<file path="config.mk">
export PLATFORM = sky130hd
export DESIGN_NAME = adse_top
export DESIGN_NICKNAME = d
export VERILOG_FILES = /design/src/adse_pkg.sv /design/src/adse_evt_if.sv /design/src/adse_smp_ext.sv /design/src/adse_irq_gate.sv /design/src/adse_top.sv
export SDC_FILE = /design/constraint.sdc
export NUM_CORES = 1
export LEC_CHECK = 0
export BUFFER_PORTS_ARGS = -buffer_cell sky130_fd_sc_hd__buf_2
export CORE_UTILIZATION = 57
export CTS_CLUSTER_DIAMETER = 80
export CTS_CLUSTER_SIZE = 10
export DETAILED_ROUTE_END_ITERATION = 16
export MAX_ROUTING_LAYER = met4
export PLACE_DENSITY = 0.91
export SETUP_SLACK_MARGIN = 0.3
export SYNTH_ARGS = -nofsm -noshare
export SYNTH_HDL_FRONTEND = slang
export SYNTH_SLANG_ARGS = --single-unit
</file>
<file path="constraint.sdc">
create_clock -name CLK_I -period 2.25 [get_ports CLK_I]
set_input_delay 0.225 -clock CLK_I [delete_from_list [all_inputs] [get_ports CLK_I]]
set_output_delay 0.225 -clock CLK_I [all_outputs]
set_load 0.005 [all_outputs]
</file>
<file path="src/adse_pkg.sv">
// Shared constants for the converter sampling-extension and interrupt block.
// Assumes a single 250 MHz clock and word-aligned AHB-Lite register access.
package adse_pkg;
    localparam int NUM_MOD = 19;
    localparam int NUM_IRQ = 4;
    localparam int NUM_EXT = 3;
    localparam int EXT_W   = 8;
    localparam int CNT_W   = 9;

    // Register byte offsets within the block.
    localparam logic [7:0] OFF_CTL16   = 8'hc0;
    localparam logic [7:0] OFF_CTL17   = 8'hc4;
    localparam logic [7:0] OFF_CTL18   = 8'hc8;
    localparam logic [7:0] OFF_IRQ0    = 8'hd0;
    localparam logic [7:0] OFF_IRQ1    = 8'hd4;
    localparam logic [7:0] OFF_IRQ2    = 8'hd8;
    localparam logic [7:0] OFF_IRQ3    = 8'hdc;
    localparam logic [7:0] OFF_FLAGPOS = 8'hf0;
    localparam logic [7:0] OFF_STATUS  = 8'hf4;
    localparam logic [7:0] OFF_MASK    = 8'hf8;

    // Field positions.
    localparam int EXT_LSB = 24;
    localparam int EXT_MSB = 31;
    localparam int SRC_MSB = 18;

    // Reset values.
    localparam logic [7:0]  EXT_RST    = 8'h00;
    localparam logic [18:0] SRC_RST    = 19'h00000;
    localparam logic [3:0]  POS_RST    = 4'h0;
    localparam logic [3:0]  STATUS_RST = 4'h0;
    localparam logic [3:0]  MASK_RST   = 4'h0;

    // Base sampling phase length in converter clocks, before extension.
    localparam int SMP_BASE = 1;

    typedef enum logic [1:0]
    {
        ADSE_IDLE   = 2'b01,
        ADSE_SAMPLE = 2'b10
    } adse_smp_e;
endpackage

</file>
<file path="src/adse_evt_if.sv">
// Carries conversion events and interrupt enables to the interrupt gate.
// Assumes all signals are on the block clock; clk and rstn come from the top.
`timescale 1ns/1ps
interface adse_evt_if
(
    input wire logic clk,
    input wire logic rstn
);
    logic [adse_pkg::NUM_MOD-1:0]                             soc;
    logic [adse_pkg::NUM_MOD-1:0]                             eoc;
    logic [adse_pkg::NUM_IRQ-1:0][adse_pkg::NUM_MOD-1:0]      en;
    logic [adse_pkg::NUM_IRQ-1:0]                             pos;
    logic [adse_pkg::NUM_IRQ-1:0]                             hit;

    modport ctrl (input clk, input rstn, output soc, output eoc,
                  output en, output pos, input hit);
    modport gate (input clk, input rstn, input soc, input eoc,
                  input en, input pos, output hit);
endinterface

</file>
<file path="src/adse_smp_ext.sv">
// Sampling phase timer for one sample module with a software extension.
// Assumes trig_i is a one-cycle pulse on the same clock; BASE is at least 1.
`timescale 1ns/1ps
module adse_smp_ext
#(
    parameter int BASE = adse_pkg::SMP_BASE
)
(
    input  wire logic                       clk_i,
    input  wire logic                       rstn_i,
    input  wire logic                       trig_i,
    input  wire logic [adse_pkg::EXT_W-1:0] ext_i,
    output logic                            hold_o
);
    localparam logic [adse_pkg::CNT_W-1:0] BASE_W = adse_pkg::CNT_W'(BASE);

    adse_pkg::adse_smp_e              state;
    logic [adse_pkg::CNT_W-1:0]       cnt;
    logic [adse_pkg::CNT_W-1:0]       next_total;
    logic [adse_pkg::CNT_W-1:0]       total_q;
    logic [adse_pkg::CNT_W-1:0]       run;

    assign next_total = BASE_W + {1'h0, ext_i};

    // The extension is captured at the trigger, so a rewrite during the
    // phase cannot stretch or cut a sample already in progress.
    always_ff @(posedge clk_i)
    begin
        if (!rstn_i)
        begin
            state  <= adse_pkg::ADSE_IDLE;
            cnt    <= '0;
            hold_o <= 1'h0;
        end
        else
        begin
            case (state)
                adse_pkg::ADSE_IDLE:
                begin
                    if (trig_i)
                    begin
                        state  <= adse_pkg::ADSE_SAMPLE;
                        cnt    <= next_total - 9'h001;
                        hold_o <= 1'h1;
                    end
                end
                adse_pkg::ADSE_SAMPLE:
                begin
                    if (cnt == 9'h000)
                    begin
                        state  <= adse_pkg::ADSE_IDLE;
                        hold_o <= 1'h0;
                    end
                    else
                    begin
                        cnt <= cnt - 9'h001;
                    end
                end
                default:
                begin
                    state  <= adse_pkg::ADSE_IDLE;
                    hold_o <= 1'h0;
                end
            endcase
        end
    end

    // Helper logic for the checks below.
    always_ff @(posedge clk_i)
    begin
        if (!rstn_i)
        begin
            total_q <= '0;
            run     <= '0;
        end
        else
        begin
            if (trig_i && state == adse_pkg::ADSE_IDLE)
                total_q <= next_total;
            run <= hold_o ? run + 9'h001 : 9'h000;
        end
    end
endmodule

</file>
<file path="src/adse_irq_gate.sv">
// Combines enabled sample module events into the four interrupt events.
// Assumes start and end of conversion inputs are one-cycle pulses.
`timescale 1ns/1ps
module adse_irq_gate
(
    adse_evt_if.gate ev
);
    genvar g;
    for (g = 0; g < adse_pkg::NUM_IRQ; g++)
    begin : g_irq
        logic [adse_pkg::NUM_MOD-1:0] sel;

        assign sel = ev.pos[g] ? ev.soc : ev.eoc;

        always_ff @(posedge ev.clk)
        begin
            if (!ev.rstn)
                ev.hit[g] <= 1'h0;
            else
                ev.hit[g] <= |(sel & ev.en[g]);
        end

    end
endmodule

</file>
<file path="src/adse_top.sv">
// Sampling extension for sample modules 16 to 18 and interrupt source
// enables, reached over an AHB-Lite slave with one wait state.
// Assumes conversion events and triggers are same-clock one-cycle pulses.
//
// Summary of operation
// - Modules 16-18 lengthen sampling after trigger.
// - Extension adds exactly 0 to 255 clocks.
// - Four interrupt outputs with consecutive enable registers.
// - Enable bit n belongs to sample module n.
// - Clear bit blocks module event, set passes.
// - Per-interrupt setting picks start or end event.
`timescale 1ns/1ps
module adse_top
#(
    parameter int SMP_BASE = adse_pkg::SMP_BASE
)
(
    input  wire logic                           CLK_I,
    input  wire logic                           RSTN_I,
    input  wire logic                           HSEL_I,
    input  wire logic [31:0]                    HADDR_I,
    input  wire logic [1:0]                     HTRANS_I,
    input  wire logic                           HWRITE_I,
    input  wire logic [2:0]                     HSIZE_I,
    input  wire logic [31:0]                    HWDATA_I,
    input  wire logic                           HREADY_I,
    output logic [31:0]                         HRDATA_O,
    output logic                                HREADYOUT_O,
    output logic                                HRESP_O,
    input  wire logic [adse_pkg::NUM_MOD-1:0]   SOC_I,
    input  wire logic [adse_pkg::NUM_MOD-1:0]   EOC_I,
    input  wire logic [adse_pkg::NUM_EXT-1:0]   TRIG_I,
    output logic [adse_pkg::NUM_EXT-1:0]        SAMPLE_O,
    output logic [adse_pkg::NUM_IRQ-1:0]        CONV_IRQ_FLAG_O,
    output logic                                IRQ_O
);
    localparam int NI = adse_pkg::NUM_IRQ;
    localparam int NM = adse_pkg::NUM_MOD;
    localparam int NE = adse_pkg::NUM_EXT;
    localparam int EW = adse_pkg::EXT_W;

    logic [NE-1:0][EW-1:0]  ext;
    logic [NI-1:0][NM-1:0]  src_en;
    logic [NI-1:0]          pos;
    logic [NI-1:0]          status;
    logic [NI-1:0]          mask;
    logic [NI-1:0]          hit;
    logic [NI-1:0]          w1c;
    logic [NI-1:0]          next_status;
    logic                   take;
    logic                   pend;
    logic                   pwr;
    logic [7:0]             paddr;
    logic [31:0]            rd_word;
    logic                   wr;

    adse_evt_if evt
    (
        .clk  (CLK_I),
        .rstn (RSTN_I)
    );

    assign evt.soc = SOC_I;
    assign evt.eoc = EOC_I;
    assign evt.en  = src_en;
    assign evt.pos = pos;
    assign hit     = evt.hit;

    adse_irq_gate u_gate
    (
        .ev (evt.gate)
    );

    genvar e;
    for (e = 0; e < NE; e++)
    begin : g_ext
        adse_smp_ext #(.BASE(SMP_BASE)) u_smp
        (
            .clk_i  (CLK_I),
            .rstn_i (RSTN_I),
            .trig_i (TRIG_I[e]),
            .ext_i  (ext[e]),
            .hold_o (SAMPLE_O[e])
        );
    end

    // Only the low address byte is decoded; selection comes from HSEL.
    // The data phase always takes one wait state so that a read that
    // follows a write back to back sees the freshly written value.
    assign take = HSEL_I && HTRANS_I[1] && HREADY_I;
    assign wr   = pend && pwr;

    always_ff @(posedge CLK_I)
    begin
        if (!RSTN_I)
        begin
            pend        <= 1'h0;
            pwr         <= 1'h0;
            paddr       <= 8'h00;
            HREADYOUT_O <= 1'h1;
        end
        else if (pend)
        begin
            pend        <= 1'h0;
            HREADYOUT_O <= 1'h1;
        end
        else if (take)
        begin
            pend        <= 1'h1;
            pwr         <= HWRITE_I;
            paddr       <= HADDR_I[7:0];
            HREADYOUT_O <= 1'h0;
        end
    end

    always_ff @(posedge CLK_I)
    begin
        if (!RSTN_I)
            HRESP_O <= 1'h0;
        else
            HRESP_O <= 1'h0;
    end

    always_comb
    begin
        rd_word = 32'h00000000;
        case (paddr)
            adse_pkg::OFF_CTL16:   rd_word = {ext[0], 24'h000000};
            adse_pkg::OFF_CTL17:   rd_word = {ext[1], 24'h000000};
            adse_pkg::OFF_CTL18:   rd_word = {ext[2], 24'h000000};
            adse_pkg::OFF_IRQ0:    rd_word = {13'h0000, src_en[0]};
            adse_pkg::OFF_IRQ1:    rd_word = {13'h0000, src_en[1]};
            adse_pkg::OFF_IRQ2:    rd_word = {13'h0000, src_en[2]};
            adse_pkg::OFF_IRQ3:    rd_word = {13'h0000, src_en[3]};
            adse_pkg::OFF_FLAGPOS: rd_word = {28'h0000000, pos};
            adse_pkg::OFF_STATUS:  rd_word = {28'h0000000, status};
            adse_pkg::OFF_MASK:    rd_word = {28'h0000000, mask};
            default:               rd_word = 32'h00000000;
        endcase
    end

    always_ff @(posedge CLK_I)
    begin
        if (!RSTN_I)
            HRDATA_O <= 32'h00000000;
        else if (pend && !pwr)
            HRDATA_O <= rd_word;
    end

    // Extension fields of modules 16 to 18.
    always_ff @(posedge CLK_I)
    begin
        if (!RSTN_I)
        begin
            ext <= {NE{adse_pkg::EXT_RST}};
        end
        else if (wr)
        begin
            case (paddr)
                adse_pkg::OFF_CTL16:
                    ext[0] <= HWDATA_I[adse_pkg::EXT_MSB:adse_pkg::EXT_LSB];
                adse_pkg::OFF_CTL17:
                    ext[1] <= HWDATA_I[adse_pkg::EXT_MSB:adse_pkg::EXT_LSB];
                adse_pkg::OFF_CTL18:
                    ext[2] <= HWDATA_I[adse_pkg::EXT_MSB:adse_pkg::EXT_LSB];
                default:
                    ext <= ext;
            endcase
        end
    end

    // Source enables, one register per interrupt at consecutive words.
    always_ff @(posedge CLK_I)
    begin
        if (!RSTN_I)
        begin
            src_en <= {NI{adse_pkg::SRC_RST}};
        end
        else if (wr)
        begin
            case (paddr)
                adse_pkg::OFF_IRQ0:
                    src_en[0] <= HWDATA_I[adse_pkg::SRC_MSB:0];
                adse_pkg::OFF_IRQ1:
                    src_en[1] <= HWDATA_I[adse_pkg::SRC_MSB:0];
                adse_pkg::OFF_IRQ2:
                    src_en[2] <= HWDATA_I[adse_pkg::SRC_MSB:0];
                adse_pkg::OFF_IRQ3:
                    src_en[3] <= HWDATA_I[adse_pkg::SRC_MSB:0];
                default:
                    src_en <= src_en;
            endcase
        end
    end

    always_ff @(posedge CLK_I)
    begin
        if (!RSTN_I)
            pos <= adse_pkg::POS_RST;
        else if (wr && paddr == adse_pkg::OFF_FLAGPOS)
            pos <= HWDATA_I[NI-1:0];
    end

    always_ff @(posedge CLK_I)
    begin
        if (!RSTN_I)
            mask <= adse_pkg::MASK_RST;
        else if (wr && paddr == adse_pkg::OFF_MASK)
            mask <= HWDATA_I[NI-1:0];
    end

    // A new event in the same cycle as a clear keeps its flag set.
    assign w1c = (wr && paddr == adse_pkg::OFF_STATUS) ? HWDATA_I[NI-1:0]
                                                       : 4'h0;
    assign next_status = (status & ~w1c) | hit;

    always_ff @(posedge CLK_I)
    begin
        if (!RSTN_I)
            status <= adse_pkg::STATUS_RST;
        else
            status <= next_status;
    end

    // Both outputs lag the status by one clock to come from flip-flops.
    always_ff @(posedge CLK_I)
    begin
        if (!RSTN_I)
        begin
            CONV_IRQ_FLAG_O <= 4'h0;
            IRQ_O           <= 1'h0;
        end
        else
        begin
            CONV_IRQ_FLAG_O <= status;
            IRQ_O           <= |(status & mask);
        end
    end
endmodule

</file>
# [After elaboration in Yosys (flattened, before gate mapping)]
# Index checks and enable logic that the tools add are counted.
[op_classes] n_addsub=9 muxes=34 n_eq_ne=25 n_reduce_logical=34 n_bitwise=10
[op_table] cell="$pmux W32 S10" n=1
[op_table] cell="$eq A8 B8 Y1 const B" n=10
[op_table] cell="$and A19 B19 Y19" n=4
[op_table] cell="$mux W19" n=4
[op_table] cell="$reduce_or A19 Y1" n=4
[op_table] cell="$mux W9" n=6
[op_table] cell="$pmux W9 S2" n=3
[op_table] cell="$sub A9 B1 Y9 const B" n=6
[op_table] cell="$add A1 B8 Y9 const A" n=3
[op_table] cell="$logic_not A9 Y1" n=3
[op_table] cell="$reduce_and A2 Y1" n=11
[op_table] cell="$mux W2" n=6
[op_table] cell="$ne A2 B2 Y1 const B" n=6
[op_table] cell="$pmux W2 S2" n=3
[op_table] cell="$reduce_and A3 Y1" n=3
[op_table] cell="$and A4 B4 Y4" n=2
[op_table] cell="$logic_and A1 B1 Y1" n=7
[op_table] cell="$mux W1" n=7
[op_table] cell="$eq A2 B1 Y1 const B" n=3
[op_table] cell="$eq A2 B2 Y1 const B" n=3
[op_table] cell="$ne A2 B1 Y1 const B" n=3
[op_table] cell="$pmux W1 S2" n=3
[op_table] cell="$reduce_bool A2 Y1" n=3
[op_table] cell="$mux W4" n=1
[op_table] cell="6 further kinds" n=7
[totals] ff_bits=200 wordCells=142 input_bits=115 out_inout_bits=42

# [Longest topological paths before layout]
# Gate-level depths: netlist of run 1.
[depth] word_depth=6 ltp_mapped=8 depth_no_buf=6

# [Cells and area by module]
# From an unflattened synthesis of run 1, not the netlist that was laid out.
[unflattened] cells_unflattened=974 area_unflattened_um2=10005.8
[by_module_without_submodules] mod="adse_top" instances=1 area_each_um2=6726.5 cells_per_inst=613
[by_module_without_submodules] mod="adse_smp_ext" instances=3 area_each_um2=634.4 cells_per_inst=75
[by_module_without_submodules] mod="adse_irq_gate" instances=1 area_each_um2=1376.3 cells_per_inst=136

# [Least setup slack after synthesis of run 1]
# Ideal clock, no wire load.
[synth_path] kind="reg-to-reg" start="register g_ext[1].u_smp.cnt[0] (netlist bit)" end="register g_ext[1].u_smp.cnt[6] (netlist bit)" setup_ns=0.071 period_less_slack_ns=1.983 setup_slack_ns=0.267 arrival_time_ns=1.913 path_stages_with_launch=7 cell_sequence="dfxtp_1 > inv_1 > ha_1 > or4b_2 > nor4_1 > mux2_2 > a21oi_1"
[synth_via] elab_chain_cells=3 elab_cells_between_ends=6 classes_between="1 x add/sub; 1 x eq/ne; 2 x mux; 2 x reduce/logical"
[synth_rtl] item="from (decl)" line_no="adse_smp_ext.sv:18" rtl="logic [adse_pkg::CNT_W-1:0] cnt;"
[synth_rtl] item="from (signal assigned)" line_no="adse_smp_ext.sv:43" rtl="cnt <= next_total - 9'h001;"
[synth_rtl] item="from (signal assigned)" line_no="adse_smp_ext.sv:56" rtl="cnt <= cnt - 9'h001;"
[synth_rtl] item="$sub A9 B1 Y9 / $logic_not A9 Y1 (equally long branches)" line_no="adse_smp_ext.sv:56, adse_smp_ext.sv:49"
[synth_rtl] item="$mux W9 / $ne A2 B2 Y1 (equally long branches)"
[synth_rtl] item="$pmux W9 S2 / $reduce_and A3 Y1 (equally long branches)"
# Parallel ways exist; a longest one is shown, timed or not. The select of a mux whose other input is x is not followed.
# A chain may end at the register's enable or synchronous reset.

# [Worst setup path in the final report of run 1]
[layout_path] start="register paddr[1]" end="register HRDATA_O[15]"
[layout_via] elab_chain_cells=2 elab_cells_between_ends=11 classes_between="10 x eq/ne; 1 x mux"
[layout_rtl] item="from (decl)" line_no="adse_top.sv:53" rtl="logic [7:0] paddr;"
[layout_rtl] item="from (signal assigned)" line_no="adse_top.sv:111" rtl="paddr <= HADDR_I[7:0];"
[layout_rtl] item="$eq A8 B8 Y1" line_no="adse_top.sv:127" rtl="case (paddr)"
[layout_rtl] item="$pmux W32 S10 (*)" line_no="adse_top.sv:127"
[layout_rtl] item="to (signal assigned)" line_no="adse_top.sv:147" rtl="HRDATA_O <= rd_word;"
[layout_rtl] item="to (decl)" line_no="adse_top.sv:27" rtl="output logic [31:0] HRDATA_O,"
# Every way passes the cells marked *; elsewhere a longest branch is shown, timed or not.

==> impl_summary.log, run 1 <==
INFO  metric post-route-drc-count = 0
INFO  metric tritoncts.num_buffers = 17
INFO  metric grt_usage = a little over a third
INFO  metric cts_tree = yes
INFO  metric number_of_buffers_inserted_by_port_buffering = ~120
INFO  metric most_utilized_layer_in_the_global_route_result = met2
INFO  metric via_count = between 9k and 10k
INFO  metric slew-limit-headroom = 50.2%
INFO  metric firstDrtPassIters = 7
INFO  metric power-per-cell-area = between 600 and 700 mW/mm^2
INFO  metric timing.max_cap.violations = 0
INFO  metric synth_cells = between 1k and 1.5k
INFO  metric number_of_global_route_vias_before_repair = approximately 8.6k
INFO  metric die_area = approximately 0.017 mm^2
INFO  metric globalplace.congestion = around 1
INFO  metric endpoint_kind = flip-flop
INFO  metric netSwitchingFraction = a little over a quarter
INFO  metric drv_slew = 0
INFO  metric post_synth_mux_area_share = 16.9%
INFO  metric global_route.overflow_total = 0
INFO  metric num_rows = 46
INFO  metric wl_per_cell = approximately 22 um
INFO  metric clock_latency = ~0.45 ns
INFO  metric synth_compound_area_share = between 10% and 20%
INFO  metric power.static_leakage = 0.00407 uW
INFO  metric wire_length_of_the_first_global_routing_pass = roughly 46000 um
INFO  metric globalRouteMet3Util = 7.53%
INFO  metric total_switching_power = 1850 uW
INFO  metric ctsRootBufferMaster = sky130_fd_sc_hd__clkbuf_16
INFO  metric startpoint_type = flip-flop
INFO  metric antenna_cells = 0
INFO  metric rsz0062_at_grt = true
INFO  metric grt_antenna_before_repair = 0
INFO  metric adder_and_majority_cell_fraction_of_the_synthesized_area = 0.397%
INFO  metric dieWidth = about 130 um
INFO  metric crit_path_max_fanout = 22
INFO  metric synth_simple_gate_area_share = 19.4%
INFO  metric post_route_cells_drive_above_1_share = between 20% and 30%
INFO  metric pwr-share-comb = between 7 and 8%
INFO  metric cp.required = ~2.6 ns
INFO  metric reg2reg_from = paddr[1]$_SDFFE_PN0P_
INFO  metric crit_path_end = HRDATA_O[15]$_SDFFE_PN0P_
INFO  metric final.period_utilization = between 90% and 100%
INFO  metric dpl.hpwl = ~19000 um
INFO  metric synth-async-reset-ratio = 0%
INFO  metric drt_iter0_markers = around 1.4k
INFO  metric start_util = 58.9%
INFO  metric max_freq = 461 MHz
INFO  metric worst-setup-path-type = reg -> reg
INFO  metric yosys.area_share.xor_xnor = 0%
INFO  metric synthesis.area = 0.00946 mm^2
INFO  metric yosys_warnings = 0
INFO  metric areaGrowthSynthToFinish = 16.5%
INFO  metric wirelength = 31000 um
INFO  metric vdd_ir_drop_max = ~0.58 mV
INFO  metric sequentialPowerShare = about half
INFO  metric p_int = 5260 uW
INFO  metric yosys_register_bits = approximately 190
INFO  metric number_of_enable_type_register_cells_in_the_synthesized_netlist = 0
INFO  metric setup_violations = 0
INFO  metric post_synth_num_cell_types = a little over 60
INFO  metric r2r.worst_path.cells = 5
INFO  metric cts_max_level = 4
INFO  metric worst_hold_path_type = in -> reg
INFO  metric hold_viol_final = 0
INFO  metric drt.antenna.violating_nets = 0
INFO  metric design.final.nets = between 1k and 1.5k
INFO  metric y_dimension_of_the_die = about 130 um
INFO  metric max-clock-path-buffers = 2
INFO  metric clk_pin_slew = ~0.080 ns
INFO  metric post_cts_hold_buffer_count = 0
INFO  metric io_pins = about 160
INFO  metric clock-sinks = between 150 and 200
INFO  metric detail_route.vias_per_cell = between 6 and 7
INFO  metric grt_start_max_net_pins = roughly 150
INFO  metric synth_top_family_by_area = simple AND/OR/NAND/NOR gates
INFO  metric syn-mean-instance-area = between 8 and 9 um^2
INFO  metric grt.met2_usage = 54.2%
INFO  metric r2r_slack = approximately 0.08 ns
INFO  metric fin_worst_skew = about 0.017 ns
INFO  metric worst_setup_path_startpoint = paddr[1]$_SDFFE_PN0P_
INFO  metric timing.hold.ws = approximately 0.019 ns
INFO  metric period_minus_slack = between 2 and 2.5 ns
INFO  metric status = completed
INFO  metric grt_util_met1 = between 40% and 50%
INFO  metric final_tns_setup = 0 ns
INFO  metric p_clk_share = between 40% and 50%
INFO  metric worstPathArrival = 2.47 ns
INFO  metric max_slew.worst_pin.slew = approximately 0.75 ns
INFO  metric synth_sequential_area_ratio = about two fifths
INFO  metric worstReg2RegEnd = HRDATA_O[15]$_SDFFE_PN0P_
INFO  metric yosys_most_used_dff = sky130_fd_sc_hd__dfxtp_1
INFO  metric core-area = approximately 0.016 mm^2
sequential cells by signal, summed over array words and instances (netlist names):
signal / flops
CONV_IRQ_FLAG_O: 4
HRDATA_O: 27
HREADYOUT_O: 1
IRQ_O: 1
evt.en: 76
evt.pos: 4
ext: 24
g_ext.u_smp.cnt: 27
g_ext.u_smp.state: 6
mask: 4
paddr: 8
pend: 1
pwr: 1
status: 4
u_gate.ev.hit: 4
through the flow:
stage	instances	area, um^2	utilization [%]	power [uW]	setup slack (ns)
finish	1423	11000	68.7	7110	0.0814
global route	1423	11000	68.7	7250	0.0604
CTS	1420	10900	67.9	7050	0.276
detailed placement	1388	10300	64.0	4030	0.241
global placement	1388	10300	64.0	4020	0.272
floorplan	1096	9490	-	3820	0.347
worst max-delay path, stage by stage, from the launching register on:
cell and delay (ns):
sky130_fd_sc_hd__dfxtp_1 0.52, sky130_fd_sc_hd__or3_4 0.24, sky130_fd_sc_hd__buf_4 0.36, sky130_fd_sc_hd__nor2_1 0.10, sky130_fd_sc_hd__a221oi_1 0.62, sky130_fd_sc_hd__o21ai_0 0.17
placed cells by master (no fill, tap or decap), types with 11 or more instances in the layout:
cell / count
sky130_fd_sc_hd__o21ai_0: 33
sky130_fd_sc_hd__nand2_1: 182
sky130_fd_sc_hd__clkbuf_16: 18
sky130_fd_sc_hd__dfxtp_1: 184
sky130_fd_sc_hd__nor2_1: 105
sky130_fd_sc_hd__buf_4: 35
sky130_fd_sc_hd__nand3_1: 18
sky130_fd_sc_hd__buf_2: 117
sky130_fd_sc_hd__a221oi_1: 19
sky130_fd_sc_hd__mux2i_1: 78
sky130_fd_sc_hd__a22oi_1: 33
sky130_fd_sc_hd__mux2_2: 67
sky130_fd_sc_hd__o32ai_1: 11
sky130_fd_sc_hd__a21oi_1: 107
routing by layer:
| layer | wire length, um | part of all wire (%) |
|---|---|---|
| met5 | 0 | 0 |
| met4 | 2070 | 6.7 |
| met3 | 4190 | 14 |
| met2 | 13600 | 44 |
| met1 | 11200 | 36 |
Yosys cell counts (6+ instances only):
cell type / n / area share (%)
sky130_fd_sc_hd__dfxtp_1: 192 / 41
sky130_fd_sc_hd__nand2_1: 182 / 7.2
sky130_fd_sc_hd__a21oi_1: 108 / 5.7
sky130_fd_sc_hd__nor2_1: 105 / 4.2
sky130_fd_sc_hd__mux2i_1: 78 / 8.3
sky130_fd_sc_hd__mux2_2: 67 / 8.0
sky130_fd_sc_hd__clkbuf_1: 44 / 1.7
sky130_fd_sc_hd__o21ai_0: 35 / 1.9
sky130_fd_sc_hd__a22oi_1: 33 / 2.6
sky130_fd_sc_hd__a221oi_1: 21 / 1.9
sky130_fd_sc_hd__nand3_1: 19 / 1.0
sky130_fd_sc_hd__buf_4: 12 / 0.95
sky130_fd_sc_hd__nor3_1: 12 / 0.63
sky130_fd_sc_hd__buf_2: 11 / 0.58
sky130_fd_sc_hd__o32ai_1: 11 / 1.0
sky130_fd_sc_hd__and2_1: 10 / 0.66
sky130_fd_sc_hd__a22o_1: 9 / 0.83
sky130_fd_sc_hd__and4_1: 9 / 0.83
sky130_fd_sc_hd__inv_1: 9 / 0.36
sky130_fd_sc_hd__nor4_1: 9 / 0.59
sky130_fd_sc_hd__a31oi_1: 6 / 0.40
sky130_fd_sc_hd__buf_1: 6 / 0.24
sky130_fd_sc_hd__nand2b_1: 6 / 0.40
sky130_fd_sc_hd__nand4b_1: 6 / 0.56
sky130_fd_sc_hd__nor2b_1: 6 / 0.40
area by class of cell:
cell class / count / area (um^2)
clock buffer: 19 / 453
clock inverter: 13 / 144
fill: 1100 / 5030
inverter: 10 / 40.0
multi-input combinational: 816 / 5330
sequential: 192 / 3850
tap: 216 / 270
timing repair buffer: 157 / 936
logic make-up (layout without fill, tap and decap cells):
logic type | count (synthesis) | in the layout
flip-flops | 192 | 192
adder cells (fa/ha/maj) | 3 | 3
buffers and inverters | 88 | 199
other | 1 | 6
AND/OR/NAND/NOR | 394 | 394
AO/OA/AOI/OAI | 265 | 265
multiplexers | 148 | 148
worst min path at each step:
stage / slack [ns] / endpoint / cells after the start / start
4_1_cts: 0.02 / paddr[4]$_SDFFE_PN0P_ / 3 / HADDR_I[4]
5_1_grt: 0.03 / paddr[0]$_SDFFE_PN0P_ / 3 / HADDR_I[0]
6_report: 0.02 / paddr[4]$_SDFFE_PN0P_ / 3 / HADDR_I[4]
3_5_place_dp: 0.43 / status[3]$_SDFF_PN0_ / 1 / u_gate.ev.hit[3]$_SDFF_PN0_
2_1_floorplan: 0.36 / evt.en[0]$_SDFFE_PN0P_ / 2 / HWDATA_I[0]
3_3_place_gp: 0.43 / status[3]$_SDFF_PN0_ / 1 / u_gate.ev.hit[3]$_SDFF_PN0_
what timing repair did:
action                     CTS  global route
setup buffers                0             2
pin swaps                    0             1
cloned                       0             1
setup endpoints to repair    5            56
resized for setup            5            24
power by group through the flow:
stage	Sequential [uW]	Combinational [uW]	Clock [uW]
detailed placement	3530	508	0
CTS	3450	521	3080
global placement	3520	496	0
global route	3450	587	3210
floorplan	3510	309	0
finish	3450	562	3100
Note: power is estimated with default switching activity, not from simulation.
==> run 2, diff against run 1 <==
Settings changed: RECOVER_POWER set to 100.
==> impl_summary.log, run 2 (synthesis gave the netlist of run 1 again) <==
INFO  metric dieWidth = 131 um (unchanged)
INFO  metric max_freq = 474 MHz (+2.8%)
INFO  metric power-per-cell-area = 651 mW/mm^2 (+0.98%)
INFO  metric globalplace.congestion = 0.974 (unchanged)
INFO  metric largest_register_ffs = 76 (unchanged)
INFO  metric startpoint_type = flip-flop
INFO  metric firstDrtPassIters = 7 (unchanged)
INFO  metric worst-setup-path-type = reg -> reg
INFO  metric drt_iter0_markers = 1503 (+5.4%)
INFO  metric worst_hold_path_type = in -> reg
INFO  metric grt_start_max_net_pins = 145 (unchanged)
INFO  metric layout_common_cells = sky130_fd_sc_hd__dfxtp_1, sky130_fd_sc_hd__nand2_1, sky130_fd_sc_hd__a21oi_1
INFO  metric number_of_global_route_vias_before_repair = 8610 (unchanged)
INFO  metric clock_latency = 0.45 ns (about the same)
INFO  metric post-route-drc-count = 0 (unchanged)
INFO  metric status = completed
INFO  metric clock-sinks = 192 (unchanged)
INFO  metric layout_commonest_cell = sky130_fd_sc_hd__dfxtp_1
INFO  metric ctsRootBufferMaster = sky130_fd_sc_hd__clkbuf_16
INFO  metric core-area = 0.0161 mm^2 (unchanged)
INFO  metric num_rows = 46 (unchanged)
INFO  metric number_of_buffers_inserted_by_port_buffering = 117 (unchanged)
INFO  metric vdd_ir_drop_max = 0.589 mV (+1.6%)
INFO  metric slew-limit-headroom = 51.7% (+1.6 points)
INFO  metric hold_viol_final = 0 (unchanged)
INFO  metric timing.critical_path.buf_inv = 2 (+1)
INFO  metric crit_path_max_fanout = 15 (-32%)
INFO  metric io_pins = 157 (unchanged)
INFO  metric wire_length_of_the_first_global_routing_pass = 45500 um (unchanged)
INFO  metric grt_usage = 36.3% (unchanged)
INFO  metric dpl.hpwl = 19200 um (unchanged)
INFO  metric cp_cell_sequence = clkbuf_2 > nand2_1 > nor3_2 > buf_4 > a221oi_1 > o21ai_0
INFO  metric die_area = 0.0171 mm^2 (unchanged)
INFO  metric critPathTopFamily = compound AO/OA/AOI/OAI gates
INFO  metric design.final.nets = 1312 (unchanged)
INFO  metric final_tns_setup = 0 ns (unchanged)
INFO  metric drt.antenna.violating_nets = 0 (unchanged)
INFO  metric cpMaxStageDelayCell = sky130_fd_sc_hd__a221oi_1
INFO  metric wirelength = 31000 um (-0.18%)
INFO  metric cts_tree = yes
INFO  metric post_route_cells_drive_above_1_share = 20.7% (-3.8 points)
INFO  metric worstPathArrival = 2.42 ns (-0.05 ns)
INFO  metric period_minus_slack = 2.11 ns (-0.0593 ns)
INFO  metric tritoncts.num_buffers = 17 (unchanged)
INFO  metric cts_max_level = 4 (unchanged)
INFO  metric max-clock-path-buffers = 2 (unchanged)
INFO  metric detail_route.vias_per_cell = 6.74 (-0.18%)
INFO  metric timing.hold.ws = 0.0140 ns (-0.00494 ns)
INFO  metric rsz0062_at_grt = true
INFO  metric areaGrowthSynthToFinish = 15.2%
INFO  metric fin_worst_skew = 0.0151 ns (-0.00175 ns)
INFO  metric via_count = 9584 (-0.18%)
INFO  metric global_route.overflow_total = 0 (unchanged)
INFO  metric timing.max_cap.violations = 0 (unchanged)
INFO  metric endpoint_kind = flip-flop
INFO  metric final.period_utilization = 93.8% (-2.6 points)
INFO  metric y_dimension_of_the_die = 131 um (unchanged)
INFO  metric max_slew.worst_pin.slew = 0.724 ns (-0.0239 ns)
INFO  metric cp.required = 2.56 ns (about the same)
INFO  metric clk_pin_slew = 0.08 ns (about the same)
INFO  metric power.static_leakage = 0.00390 uW (-4.1%)
INFO  metric drv_slew = 0 (unchanged)
INFO  metric setup_violations = 0 (unchanged)
INFO  metric antenna_cells = 0 (unchanged)
INFO  metric worst_path_largest_cell_delay = 0.65 ns (+0.03 ns)
INFO  metric grt_antenna_before_repair = 0 (unchanged)
INFO  metric wl_per_cell = 21.8 um (-0.18%)
INFO  metric start_util = 58.9% (unchanged)
-- run 2: cell types whose count changed in the layout (fill, tap and decap cells not counted), moves of 2 or more --
cell / delta
sky130_fd_sc_hd__nor3_1: +2
sky130_fd_sc_hd__dfxtp_1: +5
sky130_fd_sc_hd__a221oi_1: +2
sky130_fd_sc_hd__buf_2: -29
sky130_fd_sc_hd__clkbuf_1: +31
sky130_fd_sc_hd__clkbuf_2: +4
sky130_fd_sc_hd__a221oi_2: -2
sky130_fd_sc_hd__buf_4: -6
sky130_fd_sc_hd__and2_1: -3
sky130_fd_sc_hd__and2_0: +3
sky130_fd_sc_hd__dfxtp_2: -5
-- run 2: path summary, 6_finish.rpt --
check | from | to | slack, ns | cells after the start
min | HADDR_I[4] | paddr[4]$_SDFFE_PN0P_ | 0.01 | 3
max | paddr[2]$_SDFFE_PN0P_ | HRDATA_O[15]$_SDFFE_PN0P_ | 0.14 | 6
max reg2reg | paddr[2]$_SDFFE_PN0P_ | HRDATA_O[15]$_SDFFE_PN0P_ | 0.14 | 6
min reg2reg | g_ext[0].u_smp.cnt[8]$_SDFFE_PN0P_ | g_ext[0].u_smp.cnt[8]$_SDFFE_PN0P_ | 0.45 | 2
-- run 2: where the power goes --
| group | internal, uW | leakage (uW) | switching (uW) |
|---|---|---|---|
| registers | 3420 | 0.00155 | 33.0 |
| clock network | 1630 | 0.000289 | 1470 |
| logic | 204 | 0.00206 | 346 |
| total | 5250 | 0.00390 | 1850 |
-- run 2: per-stage QoR --
stage | area [um^2] | setup slack (ns) | total power, uW | cells | utilization, %
2_1_floorplan | 9490 | 0.347 | 3820 | 1096 | -
3_5_place_dp | 10300 | 0.241 | 4030 | 1388 | 64.0
4_1_cts | 10900 | 0.276 | 7050 | 1420 | 67.9
3_3_place_gp | 10300 | 0.272 | 4020 | 1388 | 64.0
5_1_grt | 10900 | 0.0630 | 7240 | 1423 | 67.9
6_report | 10900 | 0.141 | 7100 | 1423 | 67.9
-- run 2: per-layer routing --
metal,vias up,part of all wire [%],global-route usage [%]
met1,4375,36,45.0
li1,4156,-,-
met5,-,0,-
met4,0,6.7,22.2
met3,228,13,7.53
met2,825,44,54.2
-- run 2: timing repair --
| item | 4_1_cts | 5_1_grt |
|---|---|---|
| gates resized for setup | 5 | 24 |
| hold buffers | 0 | 0 |
| setup buffers | 0 | 2 |
| pin swaps | 0 | 1 |
| gates cloned | 0 | 1 |
| endpoints found under the setup margin | 5 | 56 |
-- run 2: worst reg2reg max path: cells and delay by family (launching register included) --
kind	cells	cell delay, ns
AO/OA/AOI/OAI	2	0.83
AND/OR/NAND/NOR	2	0.25
buffers and inverters	2	0.53
flip-flops	1	0.37
-- run 2: layout make-up --
class / instances / area (um^2)
Clock buffer: 19 / 453
Sequential cell: 192 / 3850
Fill cell: 1145 / 5160
Multi-Input combinational cell: 816 / 5260
Inverter: 10 / 40.0
Timing Repair Buffer: 157 / 882
Clock inverter: 13 / 144
Tap cell: 216 / 270
